==> src/core/stick_cfg_pkg.sv <==
package stick_cfg_pkg;
   localparam int unsigned CLK_HZ = 100_000_000;
   localparam int unsigned SHORT_PRESS_MS = 1000;
   localparam int unsigned LONG_PRESS_MS = 6000;
   localparam int unsigned DEBOUNCE_MS = 20;
   localparam int unsigned FLASH_MS = 250;
   localparam int unsigned CYC_PER_MS = CLK_HZ / 1000;
   localparam int unsigned SHORT_PRESS_CYC = SHORT_PRESS_MS * CYC_PER_MS;
   localparam int unsigned LONG_PRESS_CYC = LONG_PRESS_MS * CYC_PER_MS;
   localparam int unsigned DEBOUNCE_CYC = DEBOUNCE_MS * CYC_PER_MS;
   localparam int unsigned FLASH_CYC = FLASH_MS * CYC_PER_MS;
   localparam int unsigned BAR_COUNT = 4;
   localparam logic [1:0] STICK_NONE = 2'h0;
   localparam logic [1:0] STICK_KEY = 2'h1;
   localparam logic [1:0] STICK_MEMORY = 2'h2;
   localparam logic [3:0] BAR_BOTTOM = 4'h1;
   localparam logic [3:0] BAR_STATIC = 4'hf;

   typedef enum logic [1:0] {
      XFER_KEY_READ = 2'h0,
      XFER_COMMON_READ = 2'h1,
      XFER_FULL_READ = 2'h2,
      XFER_FULL_WRITE = 2'h3
   } xfer_kind_t;

   typedef struct packed {
      logic start;
      xfer_kind_t kind;
   } xfer_req_t;

   typedef struct packed {
      logic done;
      logic error;
   } xfer_resp_t;

   typedef struct packed {
      logic transfer;
      logic fault;
      logic [3:0] bar;
   } led_t;
endpackage : stick_cfg_pkg

==> src/core/button_timer.sv <==
`timescale 1ns/1ns
// Debounces the set button; reports a short press on release and a long press once the long hold is reached.
module button_timer #(
   parameter int unsigned DEBOUNCE = stick_cfg_pkg::DEBOUNCE_CYC,
   parameter int unsigned SHORT_HOLD = stick_cfg_pkg::SHORT_PRESS_CYC,
   parameter int unsigned LONG_HOLD = stick_cfg_pkg::LONG_PRESS_CYC
) (
   input wire logic clk,
   input wire logic rstN,
   input wire logic buttonPin,
   output logic shortPress,
   output logic longPress
);
   localparam int W = $clog2(LONG_HOLD + 1);
   // The bounce counter shares the hold width, so debounce may not exceed the long hold.
   localparam bit HOLD_BAD = SHORT_HOLD == 0 || LONG_HOLD <= SHORT_HOLD ||
      DEBOUNCE == 0 || DEBOUNCE > LONG_HOLD;
   if (HOLD_BAD) begin : g_bad_hold
      $error("button_timer: bad hold thresholds");
   end
   logic [2:0] sync;
   logic stable, next_stable;
   logic [W-1:0] bounce, next_bounce;
   logic [W-1:0] hold, next_hold;
   logic longSeen, next_longSeen;
   logic next_shortPress, next_longPress;

   always_comb begin
      next_stable = stable;
      next_bounce = '0;
      next_hold = hold;
      next_longSeen = longSeen;
      next_shortPress = 1'b0;
      next_longPress = 1'b0;
      // Only the agreeing second and third stages are looked at.
      if (sync[2] == sync[1] && sync[2] != stable) begin
         next_bounce = bounce + W'(1);
         if (bounce == W'(DEBOUNCE - 1)) begin
            next_stable = sync[2];
            next_bounce = '0;
         end
      end
      if (stable) begin
         if (hold != W'(LONG_HOLD)) begin
            next_hold = hold + W'(1);
         end
         // Long action fires at the threshold so write-out mode starts while held.
         if (hold == W'(LONG_HOLD - 1) && !longSeen) begin
            next_longPress = 1'b1;
            next_longSeen = 1'b1;
         end
      end else begin
         next_shortPress = !longSeen && hold >= W'(SHORT_HOLD);
         next_hold = '0;
         next_longSeen = 1'b0;
      end
   end

   always_ff @(posedge clk or negedge rstN) begin
      if (!rstN) begin
         sync <= 3'h0;
         stable <= 1'b0;
         bounce <= '0;
         hold <= '0;
         longSeen <= 1'b0;
         shortPress <= 1'b0;
         longPress <= 1'b0;
      end else begin
         sync <= {sync[1:0], buttonPin};
         stable <= next_stable;
         bounce <= next_bounce;
         hold <= next_hold;
         longSeen <= next_longSeen;
         shortPress <= next_shortPress;
         longPress <= next_longPress;
      end
   end

   a_press_excl: assert property (@(posedge clk) disable iff (!rstN)
      !(shortPress && longPress)) else $error("short and long press together");
endmodule : button_timer

==> src/core/stick_config_transfer_ctrl.sv <==
`timescale 1ns/1ns
// How it works
// - Key stick plus one-second press reads key.
// - Finished short read: transfer LED once, apply.
// - Accepted key parameters committed to internal memory.
// - Six-second press, no stick: write-out, bars run.
// - Write-out starts automatically on memory stick insertion.
// - Write-out done: bar sequence stops static.
// - Write or verify error: flash both together.
// - Full write copies common and station parameters.
// - Memory stick short press: common parameters only.
// - Memory stick long press: full read, flashing.
// - Full read done: stop flashing, apply all.
module stick_config_transfer_ctrl #(
   parameter int unsigned DEBOUNCE = stick_cfg_pkg::DEBOUNCE_CYC,
   parameter int unsigned SHORT_HOLD = stick_cfg_pkg::SHORT_PRESS_CYC,
   parameter int unsigned LONG_HOLD = stick_cfg_pkg::LONG_PRESS_CYC,
   parameter int unsigned FLASH = stick_cfg_pkg::FLASH_CYC
) (
   input wire logic clk,
   input wire logic reset_n,
   input wire logic setButton,
   input wire logic [1:0] stickType,
   input wire logic xferDone,
   input wire logic xferError,
   input wire logic [2:0] keyBand,
   output stick_cfg_pkg::xfer_req_t xferReq,
   output logic commitNvm,
   output logic applyCommon,
   output logic applyStation,
   output logic keyBandBad,
   output stick_cfg_pkg::led_t leds
);
   localparam int FW = $clog2(FLASH + 1);
   if (FLASH == 0) begin : g_bad_flash
      $error("stick_config_transfer_ctrl: FLASH must be nonzero");
   end

   typedef enum logic [2:0] {
      ST_IDLE = 3'h0,
      ST_READ = 3'h1,
      ST_WAIT_STICK = 3'h2,
      ST_WRITE = 3'h3,
      ST_FAULT = 3'h4
   } state_t;

   logic [1:0] rstSync;
   logic rstN;
   always_ff @(posedge clk or negedge reset_n) begin
      if (!reset_n) begin
         rstSync <= 2'h0;
      end else begin
         rstSync <= {rstSync[0], 1'b1};
      end
   end
   assign rstN = rstSync[1];

   logic shortPress, longPress;
   button_timer #(.DEBOUNCE(DEBOUNCE), .SHORT_HOLD(SHORT_HOLD), .LONG_HOLD(LONG_HOLD))
   i_button_timer (
      .clk(clk),
      .rstN(rstN),
      .buttonPin(setButton),
      .shortPress(shortPress),
      .longPress(longPress)
   );

   // Stick presence comes from a pin, so three stages and agreement.
   logic [1:0] stS0, stS1, stS2, stick, next_stick;
   always_comb begin
      next_stick = (stS1 == stS2) ? stS2 : stick;
   end

   state_t state, next_state;
   stick_cfg_pkg::xfer_kind_t kind, next_kind;
   stick_cfg_pkg::xfer_req_t next_xferReq;
   stick_cfg_pkg::led_t next_leds;
   logic next_commitNvm, next_applyCommon, next_applyStation, next_keyBandBad;
   logic [FW-1:0] flashCnt, next_flashCnt;
   logic flashTick;
   logic oneShot, next_oneShot;

   assign flashTick = (flashCnt == FW'(FLASH - 1));

   function automatic logic band_ok(input logic [2:0] b);
      band_ok = (b == 3'h3) || (b == 3'h5) || (b == 3'h7);
   endfunction : band_ok

   always_comb begin
      next_state = state;
      next_kind = kind;
      next_xferReq = '0;
      next_xferReq.kind = kind;
      next_leds = leds;
      next_commitNvm = 1'b0;
      next_applyCommon = 1'b0;
      next_applyStation = 1'b0;
      next_keyBandBad = keyBandBad;
      next_oneShot = 1'b0;
      next_flashCnt = flashTick ? '0 : flashCnt + FW'(1);
      case (state)
         ST_IDLE: begin
            // The single transfer light stays for one flash period.
            if (oneShot || !flashTick) begin
               next_oneShot = oneShot && !flashTick;
            end
            if (!next_oneShot) begin
               next_leds.transfer = 1'b0;
            end
            if (shortPress && stick == stick_cfg_pkg::STICK_KEY) begin
               next_kind = stick_cfg_pkg::XFER_KEY_READ;
               next_state = ST_READ;
            end else if (shortPress && stick == stick_cfg_pkg::STICK_MEMORY) begin
               next_kind = stick_cfg_pkg::XFER_COMMON_READ;
               next_state = ST_READ;
            end else if (longPress && stick == stick_cfg_pkg::STICK_MEMORY) begin
               next_kind = stick_cfg_pkg::XFER_FULL_READ;
               next_state = ST_READ;
            end else if (longPress && stick == stick_cfg_pkg::STICK_NONE) begin
               next_state = ST_WAIT_STICK;
               next_leds.bar = stick_cfg_pkg::BAR_BOTTOM;
            end
            if (next_state == ST_READ) begin
               next_xferReq.start = 1'b1;
               next_xferReq.kind = next_kind;
               next_leds = '0;
               next_flashCnt = '0;
            end
         end
         ST_READ: begin
            if (kind == stick_cfg_pkg::XFER_FULL_READ && flashTick) begin
               next_leds.transfer = !leds.transfer;
            end
            if (xferError) begin
               next_state = ST_FAULT;
               next_leds = '0;
            end else if (xferDone) begin
               next_state = ST_IDLE;
               next_commitNvm = 1'b1;
               next_applyCommon = 1'b1;
               next_applyStation = (kind == stick_cfg_pkg::XFER_FULL_READ);
               next_leds.transfer = (kind != stick_cfg_pkg::XFER_FULL_READ);
               next_oneShot = next_leds.transfer;
               next_flashCnt = '0;
               if (kind == stick_cfg_pkg::XFER_KEY_READ) begin
                  next_keyBandBad = !band_ok(keyBand);
               end
            end
         end
         ST_WAIT_STICK, ST_WRITE: begin
            if (flashTick) begin
               next_leds.bar = {leds.bar[2:0], leds.bar[3]};
            end
            if (state == ST_WAIT_STICK && stick == stick_cfg_pkg::STICK_MEMORY) begin
               next_state = ST_WRITE;
               next_kind = stick_cfg_pkg::XFER_FULL_WRITE;
               next_xferReq.start = 1'b1;
               next_xferReq.kind = stick_cfg_pkg::XFER_FULL_WRITE;
            end
            if (state == ST_WRITE && xferError) begin
               next_state = ST_FAULT;
               next_leds = '0;
            end else if (state == ST_WRITE && xferDone) begin
               next_state = ST_IDLE;
               next_leds.bar = stick_cfg_pkg::BAR_STATIC;
            end
         end
         ST_FAULT: begin
            // Fault flashing holds until the stick is pulled out.
            if (flashTick) begin
               next_leds.transfer = !leds.transfer;
               next_leds.fault = !leds.transfer;
            end
            if (stick == stick_cfg_pkg::STICK_NONE) begin
               next_state = ST_IDLE;
               next_leds = '0;
            end
         end
         default: begin
            next_state = ST_IDLE;
            next_leds = '0;
         end
      endcase
   end

   always_ff @(posedge clk or negedge rstN) begin
      if (!rstN) begin
         stS0 <= stick_cfg_pkg::STICK_NONE;
         stS1 <= stick_cfg_pkg::STICK_NONE;
         stS2 <= stick_cfg_pkg::STICK_NONE;
         stick <= stick_cfg_pkg::STICK_NONE;
         state <= ST_IDLE;
         kind <= stick_cfg_pkg::XFER_KEY_READ;
         xferReq <= '0;
         leds <= '0;
         commitNvm <= 1'b0;
         applyCommon <= 1'b0;
         applyStation <= 1'b0;
         keyBandBad <= 1'b0;
         flashCnt <= '0;
         oneShot <= 1'b0;
      end else begin
         stS0 <= stickType;
         stS1 <= stS0;
         stS2 <= stS1;
         stick <= next_stick;
         state <= next_state;
         kind <= next_kind;
         xferReq <= next_xferReq;
         leds <= next_leds;
         commitNvm <= next_commitNvm;
         applyCommon <= next_applyCommon;
         applyStation <= next_applyStation;
         keyBandBad <= next_keyBandBad;
         flashCnt <= next_flashCnt;
         oneShot <= next_oneShot;
      end
   end

   a_commit_apply: assert property (@(posedge clk) disable iff (!rstN)
      commitNvm |-> applyCommon) else $error("commit without apply");
   a_common_only: assert property (@(posedge clk) disable iff (!rstN)
      applyStation |-> $past(kind) == stick_cfg_pkg::XFER_FULL_READ)
      else $error("station parameters applied outside full read");
   a_short_start: assert property (@(posedge clk) disable iff (!rstN)
      (state == ST_IDLE && shortPress && stick == stick_cfg_pkg::STICK_KEY) |=>
      xferReq.start && xferReq.kind == stick_cfg_pkg::XFER_KEY_READ)
      else $error("key read not started");
   a_write_auto: assert property (@(posedge clk) disable iff (!rstN)
      (state == ST_WAIT_STICK && stick == stick_cfg_pkg::STICK_MEMORY) |=>
      state == ST_WRITE && xferReq.start) else $error("write-out not started");
   a_write_static: assert property (@(posedge clk) disable iff (!rstN)
      (state == ST_WRITE && xferDone && !xferError) |=>
      leds.bar == stick_cfg_pkg::BAR_STATIC) else $error("bars not static");
   a_fault_sync: assert property (@(posedge clk) disable iff (!rstN)
      state == ST_FAULT && $past(state) == ST_FAULT |-> leds.transfer == leds.fault)
      else $error("fault LEDs out of step");
   a_bar_onehot: assert property (@(posedge clk) disable iff (!rstN)
      state == ST_WAIT_STICK |-> $onehot(leds.bar)) else $error("bar sequence broken");
   a_full_noflash: assert property (@(posedge clk) disable iff (!rstN)
      (state == ST_READ && kind == stick_cfg_pkg::XFER_FULL_READ && xferDone && !xferError)
      |=> !leds.transfer && applyStation) else $error("full read end wrong");
   a_short_once: assert property (@(posedge clk) disable iff (!rstN)
      (state == ST_READ && kind == stick_cfg_pkg::XFER_COMMON_READ && xferDone && !xferError)
      |=> leds.transfer && applyCommon) else $error("short read end wrong");
endmodule : stick_config_transfer_ctrl

==> config.mk <==
export PLATFORM = sky130hd
export DESIGN_NAME = stick_config_transfer_ctrl
export DESIGN_NICKNAME = d
export VERILOG_FILES = /design/src/core/stick_cfg_pkg.sv /design/src/core/button_timer.sv /design/src/core/stick_config_transfer_ctrl.sv
export SDC_FILE = /design/constraint.sdc
export NUM_CORES = 1
export LEC_CHECK = 0
export ABC_AREA = 1
export BUFFER_PORTS_ARGS = -buffer_cell sky130_fd_sc_hd__buf_4
export CAP_MARGIN = 25
export CELL_PAD_IN_SITES_DETAIL_PLACEMENT = 1
export CELL_PAD_IN_SITES_GLOBAL_PLACEMENT = 2
export CORE_MARGIN = 2
export CORE_UTILIZATION = 34
export DETAILED_ROUTE_END_ITERATION = 12
export PLACE_DENSITY_LB_ADDON = 0.1
export SYNTH_ARGS = -nofsm -noshare
export SYNTH_HDL_FRONTEND = slang
export SYNTH_SLANG_ARGS = --single-unit
==> constraint.sdc <==
create_clock -name clk -period 3.6 [get_ports clk]
set_clock_uncertainty 0.1 [all_clocks]
set_input_delay 0.36 -clock clk [delete_from_list [all_inputs] [get_ports clk]]
set_output_delay 0.36 -clock clk [all_outputs]
set_load 0.01 [all_outputs]
# Word-level counts from Yosys, hierarchy flattened
# Index checks and enable logic that the tools add are counted.
[totals] inputBits=10 reg_bits=120 out_inout_bits=13 wordCells=158
[op_classes] n_addsub=3 magnitude_cmp=1 eq_ne=36 muxes=62 bitwise=1 n_reduce_logical=31
[ops] operator="$mux 30" n=4
[ops] operator="$mux 25" n=4
[ops] operator="$add 30x1->30 const B" n=2
[ops] operator="$pmux 25 s2" n=1
[ops] operator="$mux 3" n=13
[ops] operator="$eq 30x21->1 const B" n=1
[ops] operator="$eq 30x30->1 const B" n=1
[ops] operator="$ge 30x27->1 const B" n=1
[ops] operator="$ne 30x30->1 const B" n=1
[ops] operator="$mux 4" n=7
[ops] operator="$add 25x1->25 const B" n=1
[ops] operator="$eq 25x25->1 const B" n=1
[ops] operator="$pmux 6 s4" n=1
[ops] operator="$ne 3x3->1 const B" n=7
[ops] operator="$mux 1" n=19
[ops] operator="$ne 2x2->1 const B" n=8
[ops] operator="$logic_and 1x1->1" n=12
[ops] operator="$mux 2" n=6
[ops] operator="$mux 6" n=2
[ops] operator="$ne 4x4->1 const B" n=3
[ops] operator="$pmux 3 s4" n=1
[ops] operator="$reduce_and 4->1" n=3
[ops] operator="$eq 3x2->1 const B" n=3
[ops] operator="$eq 3x3->1 const B" n=3
[ops] operator="other kinds (20)" n=29

# Longest topological paths before layout
[logic_depth] word_depth=10 mapped_depth=12 ltp_nobuf=11

# Cells and area by module
# From an unflattened synthesis, not the netlist that was laid out.
[unflattened] hier_cells=975 area_unflattened_um2=6982.9
[by_module_without_submodules] mod="button_timer" n_inst=1 area_each_um2=4179.0 seq_area_each_um2=1676.6 cells_each=642
[by_module_without_submodules] mod="stick_config_transfer_ctrl" n_inst=1 area_each_um2=2803.9 seq_area_each_um2=1326.3 cells_each=333

# Worst setup path after synthesis
# OpenSTA, ideal clock, no wires.
[synth_timing] path_type="flip-flop to flip-flop" startpoint="reg i_button_timer.bounce[0]" endpoint="reg i_button_timer.stable" t_arrival_ns=1.440 synth_period_minus_slack_ns=1.663 path_buffers=0 required_ns=3.377 setup_slack_ns=1.937 stages_incl_launch_ff=7 setup_time_ns=0.123 path_cell_list="dfrtp_1 > ha_1 > nand3_1 > nor4_2 > nand2_1 > o21ai_0 > nand2_1"
[synth_between] elab_chain_len=2
[synth_rtl] element="from (decl)" line="button_timer.sv:23" text="logic [W-1:0] bounce, next_bounce;"
[synth_rtl] element="from (signal assigned)" line="button_timer.sv:71" text="bounce <= next_bounce;"
[synth_rtl] element="$eq 30x21->1" line="button_timer.sv:38" text="if (bounce == W'(DEBOUNCE - 1)) begin"
[synth_rtl] element="$reduce_and 2->1 (no source line)"
[synth_rtl] element="to (signal assigned)" line="button_timer.sv:70" text="stable <= next_stable;"
[synth_rtl] element="to (decl)" line="button_timer.sv:22" text="logic stable, next_stable;"
# Every way passes these cells.
# A chain may end at the register's enable or synchronous reset.

# Final worst setup path
[layout_timing] startpoint="reg i_button_timer.stable" endpoint="reg i_button_timer.stable"
[layout_between] elab_chain_len=3
[layout_rtl] element="$ne 1x1->1" line="button_timer.sv:36" text="if (sync[2] == sync[1] && sync[2] != stable) begin"
[layout_rtl] element="$logic_and 1x1->1" line="button_timer.sv:36"
[layout_rtl] element="$reduce_and 2->1 (no source line)"
# Every way passes these cells.

==> impl_metrics.py <==
metrics = {
    "status": {
        "status": "finished clean",
    },
    "cts": {
        "cts_buffers": 17,
        "cts_tree": "built",
        "clk_pin_slew_ns": 0.06,
        "cts.path.max_buffers": 2,
        "clock_latency_ns": 0.43,
        "htreeDepth": 4,
        "cts_num_sinks": 120,
        "post_cts_buffers": 0,
        "cts-resized-gates": 0,
        "cts_hold_buf": 4,
        "root_buffer": "clkbuf_16",
    },
    "detailed_routing": {
        "antenna_left": 0,
        "wl_um": 18150,
        "drt_iter0_drc": 283,
        "via_per_inst": 4.879,
        "wl_per_cell_um": 15.48,
        "drc": 0,
        "first_pass_iters": 4,
        "vias": 5718,
    },
    "logic_synthesis": {
        "synthesis.area_um2": 6624,
        "synth_area_leaders": "dfrtp_1 (45%), nand2_1 (9.5%), nor2_1 (8.0%), inv_1 (6.3%), xor2_1 (4.4%)",
        "synth-seq-cells": 120,
        "synth_top_flop_cell": "dfrtp_1",
        "synth_cells": 860,
        "yosysSeqAreaShare_pct": 45.33,
        "synth_top_family_by_area": "simple AND/OR/NAND/NOR gates",
        "synth_nets": 874,
        "yosys.area_share.xor_xnor_pct": 5.421,
        "synth_simple_gate_area_share_pct": 34.66,
        "avgSynthCellArea_um2": 7.702,
        "yosysTopAreaCellShare_pct": 45.33,
        "synth-edff-count": 0,
        "yosysTopAreaCell": "dfrtp_1",
        "synth-async-reset-ratio_pct": 100.0,
        "synth_cell_types": 40,
        "synth_fa_ha_area_share_pct": 0.7556,
        "ys_warn_count": 0,
        "yosys-mux-area-fraction_pct": 0,
        "synth_compound_area_share_pct": 5.988,
    },
    "power": {
        "p_int_mw": 2.706,
        "comb_power_share_pct": 1.7,
        "switching_share_pct": 21.87,
        "switchingPower_mw": 0.7574,
        "powerDensity_nw_per_um2": 443.9,
        "leakagePower_nw": 3.370,
        "seqPwrFrac_pct": 39.9,
        "pwr-share-clk_pct": 58.3,
        "finalPower_mw": 3.463,
        "irDropWorstVdd_v": 0.0002900,
    },
    "floorplan": {
        "core.rowCount": 51,
        "fp.dieArea_um2": 20610,
        "ios": 23,
        "placeableCoreArea_um2": 19270,
        "die_w_um": 143.6,
        "start_util_pct": 34.37,
        "dieHeight_um": 143.6,
    },
    "timing": {
        "fin_crit_ns": 2.247,
        "rsz0062_at_grt": "false",
        "finalCritPeriodShare_pct": 62.40,
        "worstMarginPinSlew_ns": 0.8397,
        "fin_setup_tns_ns": 0,
        "setup_violations": 0,
        "max_freq_mhz": 445.1,
        "hold_violations": 0,
        "slew_headroom_pct": 44.02,
        "final_max_slew_viol_count": 0,
    },
    "worst_setup_path": {
        "critical_path.cell_chain": "buf_4, clkinv_1, buf_4, nor2_1, nor2_1, a21oi_1, inv_1, o21ai_0, nand2_1",
        "cp_max_fo": 24,
        "path_class": "flip-flop to flip-flop",
        "worstSetupStartpointType": "flip-flop",
        "cpPeakStageDelay_ns": 0.43,
        "cp.arrival_ns": 2.46,
        "cpMaxStageDelayCell": "inv_1",
        "critPathRequiredTime_ns": 3.81,
        "endpoint_kind": "flip-flop",
        "cp-startpoint": "i_button_timer.stable",
        "r2r_start": "i_button_timer.stable",
    },
    "global_route": {
        "grt_pass1_wl_um": 31000,
        "overflow": 0,
        "antenna_found_initial": 0,
        "grt_util_all_layers_pct": 19.35,
        "grt_max_degree": 61,
        "grt_pass1_vias": 6108,
    },
    "layout": {
        "n_antenna_cell": 0,
        "final_common_cell": "nand2_1",
        "areaGrowthSynthToFinish_pct": 17.79,
        "layout.nets": 908,
        "layout_common_cells": "nand2_1 (168), nor2_1 (142), dfrtp_1 (119)",
        "final_util_pct": 40.49,
        "drive_gt1_share_pct": 11.47,
    },
    "placed_design": {
        "gp_congestion": 0.8391,
        "numPortBuffers": 22,
        "dp_hpwl_um": 13390,
    },
    "min_path": {
        "min-delay-start": "keyBand[2]",
        "min_path_type": "primary input to flip-flop",
    },
    "job": {
        "drv_cap": 0,
    },
}
-- metal layers --
metal	wire length (µm)	global-route usage (%)	up-vias
li1	-	-	2835
met1	8670	24.57	2810
met2	8862	33.16	55
met3	396	3.665	18
met4	218	6.398	0
met5	0	0	-
-- final timing paths --
path,end,slack (ns),cells after the start
worst max-delay path,i_button_timer.stable,1.35,9
min in group asynchronous,rstSync[1],0.14,2
worst max register to register,i_button_timer.stable,1.35,9
worst min-delay path,keyBandBad,0.12,3
max in group asynchronous,i_button_timer.bounce[27],2.24,1
worst min register to register,i_button_timer.sync[1],0.25,0
-- cells by family after synthesis --
group,count (synthesis)
DFF,120
buffers and inverters,130
xor gates and xnor gates,41
adders and majority gates,4
and+or+nand+nor,490
other,1
AOI/OAI and AO/OA,74
-- synthesized netlist by cell type (2+ instances only) --
master / count
nand2_1: 168
nor2_1: 142
dfrtp_1: 120
inv_1: 112
nand3_1: 49
nand4_1: 39
nor3_1: 37
o21ai_0: 34
xor2_1: 33
a21oi_1: 23
nor2_2: 16
nor4_1: 8
xnor2_1: 8
buf_2: 7
nor2_4: 6
o21ai_1: 6
ha_1: 4
nor3_2: 4
o21a_1: 4
buf_4: 3
clkbuf_1: 3
inv_2: 3
nand2_2: 3
nand3_2: 3
nor3b_1: 3
or2_2: 3
a21oi_2: 2
a31oi_1: 2
nand2_4: 2
nand3b_1: 2
o22ai_1: 2
-- power groups by stage --
stage,combinational (mW),sequential (mW),clock (mW)
after floorplan,0.0250,1.41,0
after global placement,0.0567,1.41,0
after detailed placement,0.0582,1.41,0
after CTS,0.0627,1.39,2.08
after global routing,0.0700,1.39,2.12
final,0.0594,1.38,2.02
-- per-stage QoR --
| stage | hold WS, ns | cells | setup WS, ns | area, µm² |
|---|---|---|---|---|
| after CTS | 0.1008 | 1172 | 1.301 | 7802 |
| after global routing | 0.1429 | 1172 | 0.9532 | 7802 |
| final | 0.1170 | 1172 | 1.353 | 7802 |
| after detailed placement | 0.04329 | 1136 | 1.313 | 7079 |
| after floorplan | -0.03559 | 860 | 1.497 | 6625 |
| after global placement | 0.04236 | 1136 | 1.383 | 7079 |
-- final cells by class --
type                            instances  area, µm²
Fill cell                            2383      11470
Tap cell                              265      331.6
Multi-Input combinational cell        610       3105
Sequential cell                       120       3007
Timing Repair Buffer                   29      240.2
Clock buffer                           18      439.2
Inverter                              116      435.4
Clock inverter                         14      244.0
-- sequential cells by signal, indices dropped and copies added, names as in the netlist, 2 cells and up --
register / cells
i_button_timer.sync: 3
stick: 2
stS2: 2
i_button_timer.bounce: 30
xferReq: 3
state: 3
leds: 6
kind: 2
i_button_timer.hold: 30
stS0: 2
stS1: 2
rstSync: 2
flashCnt: 25
-- critical path, delay by kind of cell (launching register included) --
family	cells	cell delay (ns)
buffers and inverters	4	0.96
AOI/OAI and AO/OA	2	0.53
DFF	1	0.32
and+or+nand+nor	3	0.21
(Power assumes the default switching activity.)
